<file path="src/verilog/rlyasg_regs.vh">
// register offsets, bitmap field positions and mode encodings for the relay assignment block
`ifndef RLYASG_REGS_VH
`define RLYASG_REGS_VH
`define RLYASG_ADDR_W 16
`define RLYASG_DATA_W 32
`define RLYASG_MAIN_MAP_ADDR 16'h0BE4
`define RLYASG_PREV_MAP_ADDR 16'h0BE6
`define RLYASG_BIT_PREV 0
`define RLYASG_BIT_INS 4
`define RLYASG_BIT_INH 8
`define RLYASG_BIT_SYS 16
`define RLYASG_BIT_PROD 24
`define RLYASG_VALID_MASK 32'h01010111
`define RLYASG_MAIN_RESET 32'h01010010
`define RLYASG_PREV_RESET 32'h01010000
`define RLYASG_ZERO 32'h00000000
`define RLYASG_MODE_FS 2'h0
`define RLYASG_MODE_STD 2'h1
`define RLYASG_MODE_MIRROR 2'h2
`define RLYASG_INH_NO 2'h0
`define RLYASG_INH_NC 2'h1
`define RLYASG_INH_OFF 2'h2
`endif

</file>
<file path="src/verilog/rlyasg_drive.v">
// one relay: or over assigned conditions, then energize polarity by mode
`timescale 1ns/1ps
`default_nettype none
`include "rlyasg_regs.vh"
module rlyasg_drive (
  input wire [31:0] map,
  input wire [31:0] cond,
  input wire failsafe,
  output wire alarm,
  output wire coil
);
  // ------------------------------------------------------------
  // alarm and coil
  // ------------------------------------------------------------
  assign alarm = |(map & cond & `RLYASG_VALID_MASK);
  // failsafe keeps the coil energized while healthy, so a dead unit reads as alarm
  assign coil = failsafe ? ~alarm : alarm;
endmodule
`default_nettype wire

</file>
<file path="src/verilog/rlyasg_top.v">
// relay assignment bitmaps, relay drive and injection inhibit input handling
`timescale 1ns/1ps
`default_nettype none
`include "rlyasg_regs.vh"
//
// Function
// - assignments change through the serial bus, the threshold and inhibit ack settings and mirror mode
// - main map 3044, preventive map 3046
// - bits 0,4,8,16,24 used, rest reserved
// - preventive map bit 0 is read-only
// - main map bit 4 is read-only
// - self-test fail product, wiring faults system
// - main map reset: insulation, product, system
// - preventive map reset: product and system
// - preventive threshold on sets preventive bit
// - mirror mode clears and locks preventive map
// - inhibit ack off clears, refuses inhibit bit
// - inhibit ack on sets main inhibit bit
// - inhibit input normally-open, normally-closed or off
// - input off ignored, bus exclusion still works
// - mirror follows main relay while operating
module rlyasg_top (
  input wire clock,
  input wire rst,
  input wire bus_wr,
  input wire bus_rd,
  input wire [15:0] bus_addr,
  input wire [31:0] bus_wdata,
  output reg [31:0] bus_rdata,
  output reg bus_ack,
  output reg bus_err,
  input wire [1:0] preventive_relay_mode,
  input wire [1:0] main_relay_mode,
  input wire [1:0] inhibit_input_mode,
  input wire inhibit_ack_on,
  input wire prev_threshold_on,
  input wire bus_inhibit,
  input wire inhibit_contact_closed,
  input wire preventive_fault,
  input wire insulation_fault,
  input wire selftest_failed,
  input wire injection_disconnected,
  input wire over_voltage,
  input wire over_capacitance,
  input wire operative,
  output reg [31:0] main_map,
  output reg [31:0] prev_map,
  output reg main_alarm_relay,
  output reg preventive_relay,
  output reg inject_enable,
  output reg injection_inhibited
);
  // ------------------------------------------------------------
  // condition vector
  // ------------------------------------------------------------
  reg contact_inhibit;
  reg [31:0] cond;
  reg inh_ack_d;
  wire prod_err;
  wire sys_err;
  wire main_sel;
  wire prev_sel;
  wire main_coil;
  wire prev_coil;
  wire mirror;
  wire main_hit;
  wire prev_hit;
  reg [31:0] next_main;
  reg [31:0] next_prev;
  reg next_inhibited;

  assign prod_err = selftest_failed;
  assign sys_err = injection_disconnected | over_voltage | over_capacitance;
  assign mirror = (preventive_relay_mode == `RLYASG_MODE_MIRROR);

  always @* begin
    case (inhibit_input_mode)
      `RLYASG_INH_NO: contact_inhibit = inhibit_contact_closed;
      `RLYASG_INH_NC: contact_inhibit = ~inhibit_contact_closed;
      default: contact_inhibit = 1'b0;
    endcase
    // bus exclusion stays active whatever the contact setting
    next_inhibited = contact_inhibit | bus_inhibit;
    cond = `RLYASG_ZERO;
    cond[`RLYASG_BIT_PREV] = preventive_fault;
    cond[`RLYASG_BIT_INS] = insulation_fault;
    cond[`RLYASG_BIT_INH] = injection_inhibited;
    cond[`RLYASG_BIT_SYS] = sys_err;
    cond[`RLYASG_BIT_PROD] = prod_err;
  end

  // ------------------------------------------------------------
  // register bus decode
  // ------------------------------------------------------------
  // the serial bus port writes the maps; threshold, inhibit ack and mirror mode also update them
  assign main_hit = (bus_addr == `RLYASG_MAIN_MAP_ADDR);
  assign prev_hit = (bus_addr == `RLYASG_PREV_MAP_ADDR);
  assign main_sel = bus_wr & main_hit;
  assign prev_sel = bus_wr & prev_hit & ~mirror;

  always @* begin
    next_main = main_map;
    next_prev = prev_map;
    if (main_sel) begin
      next_main = bus_wdata & `RLYASG_VALID_MASK;
      next_main[`RLYASG_BIT_INS] = main_map[`RLYASG_BIT_INS];
    end
    if (prev_sel) begin
      next_prev = bus_wdata & `RLYASG_VALID_MASK;
      next_prev[`RLYASG_BIT_PREV] = prev_map[`RLYASG_BIT_PREV];
    end
    // preventive bit in the preventive map tracks the threshold setting
    next_prev[`RLYASG_BIT_PREV] = prev_threshold_on;
    if (inhibit_ack_on & ~inh_ack_d) begin
      next_main[`RLYASG_BIT_INH] = 1'b1;
    end
    if (~inhibit_ack_on) begin
      next_main[`RLYASG_BIT_INH] = 1'b0;
      next_prev[`RLYASG_BIT_INH] = 1'b0;
    end
    if (mirror) begin
      next_prev = `RLYASG_ZERO;
    end
  end

  // ------------------------------------------------------------
  // state
  // ------------------------------------------------------------
  always @(posedge clock or posedge rst) begin
    if (rst) begin
      main_map <= `RLYASG_MAIN_RESET;
      prev_map <= `RLYASG_PREV_RESET;
      inh_ack_d <= 1'b0;
      bus_rdata <= `RLYASG_ZERO;
      bus_ack <= 1'b0;
      bus_err <= 1'b0;
      main_alarm_relay <= 1'b0;
      preventive_relay <= 1'b0;
      inject_enable <= 1'b0;
      injection_inhibited <= 1'b0;
    end else begin
      main_map <= next_main;
      prev_map <= next_prev;
      inh_ack_d <= inhibit_ack_on;
      bus_ack <= (bus_wr | bus_rd) & (main_hit | prev_hit);
      // unmapped access and a refused write to a locked map both flag an error
      bus_err <= ((bus_wr | bus_rd) & ~(main_hit | prev_hit)) | (bus_wr & prev_hit & mirror);
      if (bus_rd & main_hit) begin
        bus_rdata <= main_map;
      end else if (bus_rd & prev_hit) begin
        bus_rdata <= prev_map;
      end else begin
        bus_rdata <= `RLYASG_ZERO;
      end
      injection_inhibited <= next_inhibited;
      inject_enable <= ~next_inhibited;
      main_alarm_relay <= operative & main_coil;
      // mirror copies the main coil only while the unit is operating
      preventive_relay <= operative & (mirror ? main_coil : prev_coil);
    end
  end

  // ------------------------------------------------------------
  // relay drivers
  // ------------------------------------------------------------
  rlyasg_drive u_main (
    .map(main_map),
    .cond(cond),
    .failsafe(main_relay_mode == `RLYASG_MODE_FS),
    .alarm(),
    .coil(main_coil)
  );

  rlyasg_drive u_prev (
    .map(prev_map),
    .cond(cond),
    .failsafe(preventive_relay_mode == `RLYASG_MODE_FS),
    .alarm(),
    .coil(prev_coil)
  );
endmodule
`default_nettype wire

</file>
<file path="config.mk">
export PLATFORM = sky130hd
export DESIGN_NAME = rlyasg_top
export DESIGN_NICKNAME = d
export VERILOG_FILES = /design/src/verilog/rlyasg_drive.v /design/src/verilog/rlyasg_top.v
export VERILOG_INCLUDE_DIRS = /design/src /design/src/verilog
export SDC_FILE = /design/constraint.sdc
export NUM_CORES = 1
export LEC_CHECK = 0
export BUFFER_PORTS_ARGS = -buffer_cell sky130_fd_sc_hd__buf_4
export CAP_MARGIN = 20
export CORE_MARGIN = 2
export CORE_UTILIZATION = 38
export CTS_CLUSTER_DIAMETER = 30
export DETAILED_ROUTE_END_ITERATION = 10
export PLACE_DENSITY = 0.87
export SYNTH_ARGS = -nofsm -noshare
export SYNTH_HDL_FRONTEND = slang
export SYNTH_SLANG_ARGS = --single-unit
</file>
<file path="constraint.sdc">
create_clock -name clock -period 3.45 [get_ports clock]
set_input_delay 0.345 -clock clock [delete_from_list [all_inputs] [get_ports clock]]
set_output_delay 0.345 -clock clock [all_outputs]
set_load 0.005 [all_outputs]
</file>
==> summary.md <==
| Metric | Value |
|---|---|
| Status | finished clean |
| Worst R2R Setup Slack | between 2 and 2.5 ns |
| Initial DRC count | 133 |
| CTS buffer count | 3 |
| Net Sw Frac | 0.2510 |
| Die area | 4796 um2 |
| Starting Density | 0.3987 |
| Top Layer Used | met4 |
| Count of cell types in the netlist | 37 |
| R2R depth | 4 |
| Number of global-route vias before repair | a little under 1000 |
| Worst hold path depth | 1 |
| I/O Buffers | 61 |
| Arrival @ worst endpoint | 2.34 ns |
| Fin crit share | 0.6367 |
| Core Region | 4058 um2 |
| CP startpoint kind | input port |
| # Max-Cap Violations | 0 |
| Die W | 69.25 um |
| Yosys warns | 0 |
| Htree depth | 1 |
| Logic pwr share | 0.195 |
| Slowest stage delay, CP | 0.67 ns |
| # resized after CTS | 0 |
| Ratio of cells with drive above 1 in the final layout | 0.3064 |
| Crit. End Element | register |
| Worst hold path type | in2reg |
| Max_slew headroom | 0.3860 |
| Number of fill cells in the layout | 401 |
| Fmax | 455.2 MHz |
| P per Cell Area | approximately 280 nW/um2 |
| GRT Total Usage | 0.1150 |
| CTS Hold Buffers Added | 0 |
| Slowest cell on crit path | or4_1 |
| Largest net degree at the start of global routing | 22 |
| DR vias/cell | 4.126 |
| TritonCTS Sinks | 21 |
| CTS tree | done |
| Largest regs | bus_rdata: 5 flops, prev_map: 5 flops, main_map: 4 flops |
| Final Hold Violating Endpoints | 0 |
| Post-synthesis register bit count | 21 |
| Post-Synthesis Cells | 176 |
| DRC errors left | 0 |
| Routed WL | 3103 um |
| Number of placed I/O pins | between 150 and 200 |
| Sw power | 128.0 uW |
| Metal2 WL | 1610 um |
| Total setup buffers inserted after CTS | 0 |
| CP startpoint | bus_addr[13] |
| Sequential area share after synthesis | 0.3279 |
| CTS root buffer | clkbuf_8 |
| Via count | between 1000 and 1500 |
| P_int | around 380 uW |
| Hold EP | inh_ack_d |
| Worst setup margin | 1.253 ns |
| Dpl hpwl | 2577 um |
| Maximum VDD drop | 120.9 uV |
| Worst EP required | 3.59 ns |
| Routability cong. | 0.8204 |
| Static leakage | 1.000 nW |
| Met3 routed WL | ~340 um |
| Die Ht | 69.25 um |
| Slew Limit Fails | 0 |
| TritonRoute pass-1 iters | 4 |
| Hold Crit Start | inhibit_ack_on |
| Initial antenna violation count | 0 |
| Latest clock arrival within the worst-skew pair | 0.25 ns |
| WL/cell | 10.89 um |
| Post-place setup slack | 0.9907 ns |
| Worst-margin pin slew | between 0.9 and 1 ns |
| Setup-failing EPs final | 0 |
| Crit path kind | in2reg |
| Post-route ant nets | 0 |
| Area Growth Syn to Fin | 14.08% |
| Syn_area_per_cell | 9.192 um2 |
| Mapped Area | 1618 um2 |
| RSZ-0062 raised after global routing | false |
| Hold slack | 0.2069 ns |
| FF-to-FF End | preventive_relay |
| Clock transition at path regs | 0.07 ns |
| Clk network pwr share | 0.301 |
| Num rows | 23 |
| CP Cell Sequence | buf_4, or4b_1, or4_1, nor3b_4, mux2_2 |
| First-pass GRT wire length | roughly 4500 um |
| Final setup TNS | 0 ns |
| Final nets | 305 |
| Worst Skew | 0.001455 ns |
| M1 WL | 1113 um |
| RR Startpoint | main_map[0] |
| Tmin final | 2.197 ns |
| Clock tree buffer depth | 2 |
| Maximum fanout along the worst path | 9 |
| Seq pwr share | 0.504 |
| # diodes | 0 |
| Grt ovf | 0 |
[cell usage after synthesis, drive strengths merged]
cell type	n	area [um2]
a31oi	1	6.260
nor3b	1	18.77
nand4bb	1	11.26
dfrtp	17	425.4
or4b	1	10.01
or2	1	6.260
xnor2	1	8.760
o21ai	5	25.02
nand3b	1	7.510
inv	4	15.01
mux2	3	33.78
or4	1	7.510
buf	84	630.6
nand2	2	7.510
clkbuf	2	7.510
a22oi	3	22.52
nor4b	1	8.760
mux2i	5	50.05
o31ai	2	15.01
nand2b	1	6.260
a311o	1	10.01
dfstp	4	105.1
a211oi	1	7.510
nor2	9	33.78
nor4	1	6.260
a21oi	7	35.03
nand3	3	15.01
conb	2	7.510
xor2	1	8.760
and2	1	6.260
nor2b	2	12.51
nand4	5	31.28
or3	1	6.260
nand4b	1	8.760
[kinds of logic after synthesis]
| logic type | synth area share |
|---|---|
| AOI/OAI and AO/OA | 0.07502 |
| xor gates and xnor gates | 0.01083 |
| buffers and inverters | 0.4037 |
| DFF | 0.3279 |
| muxes | 0.05182 |
| other | 0.004642 |
| and+or+nand+nor | 0.1261 |
[metal layers]
| layer | GRT usage | up-vias |
|---|---|---|
| met5 | 0 | - |
| met4 | 0.05011 | 0 |
| met3 | 0.03198 | 4 |
| met2 | 0.2115 | 81 |
| met1 | 0.1214 | 548 |
| li1 | - | 543 |
[critical path: cells and delay by family]
family / cells / cell delay (ns)
buf+inv: 1 / 0.10
mux: 1 / 0.36
simple gates: 3 / 1.52
[layout make-up]
| type | instances | area [um2] | area share |
|---|---|---|---|
| multi-input cells | 145 | 734.5 | 0.3980 |
| flip-flops and latches | 21 | 530.5 | 0.2875 |
| repair buffers | 61 | 457.9 | 0.2481 |
| well taps | 50 | 62.56 | 0.03390 |
| clock buffers | 4 | 45.04 | 0.02441 |
| inverters | 4 | 15.01 | 0.008136 |
[worst max path at each step]
stage               depth (start not counted)     endpoint  slack [ns]
floorplan                                   5  main_map[0]        1.25
global placement                            5  main_map[0]        1.01
detailed placement                          5  main_map[0]        0.99
CTS                                         5  main_map[0]        1.26
global route                                5  main_map[0]        1.18
finish                                      5  main_map[0]        1.25
[cells in the final DEF (no fill, tap or decap), types with 3 or more instances in the layout]
master,instances
nor2_1,9
buf_4,61
inv_1,4
nand4_1,5
conb_1,82
a21oi_1,7
clkbuf_8,3
a22oi_1,3
dfstp_2,4
mux2i_1,5
o21ai_0,5
dfrtp_1,17
nand3_1,3
[power by group through the flow]
stage	logic, mW	clock network (mW)	registers (mW)
final	0.0992	0.154	0.257
after detailed placement	0.0968	0	0.262
after global placement	0.0946	0	0.261
after floorplan	0.111	0	0.261
after CTS	0.0969	0.160	0.257
after global routing	0.109	0.171	0.258
[metrics by stage]
stage	total power [mW]	area [um2]	util	std cells
after global placement	0.3556	1800	0.4437	281
after floorplan	0.3722	1918	-	256
after detailed placement	0.3583	1800	0.4437	281
after CTS	0.5136	1846	0.4548	285
after global routing	0.5373	1846	0.4548	285
final	0.5098	1846	0.4548	285
Power figures use the tool's default switching activity.
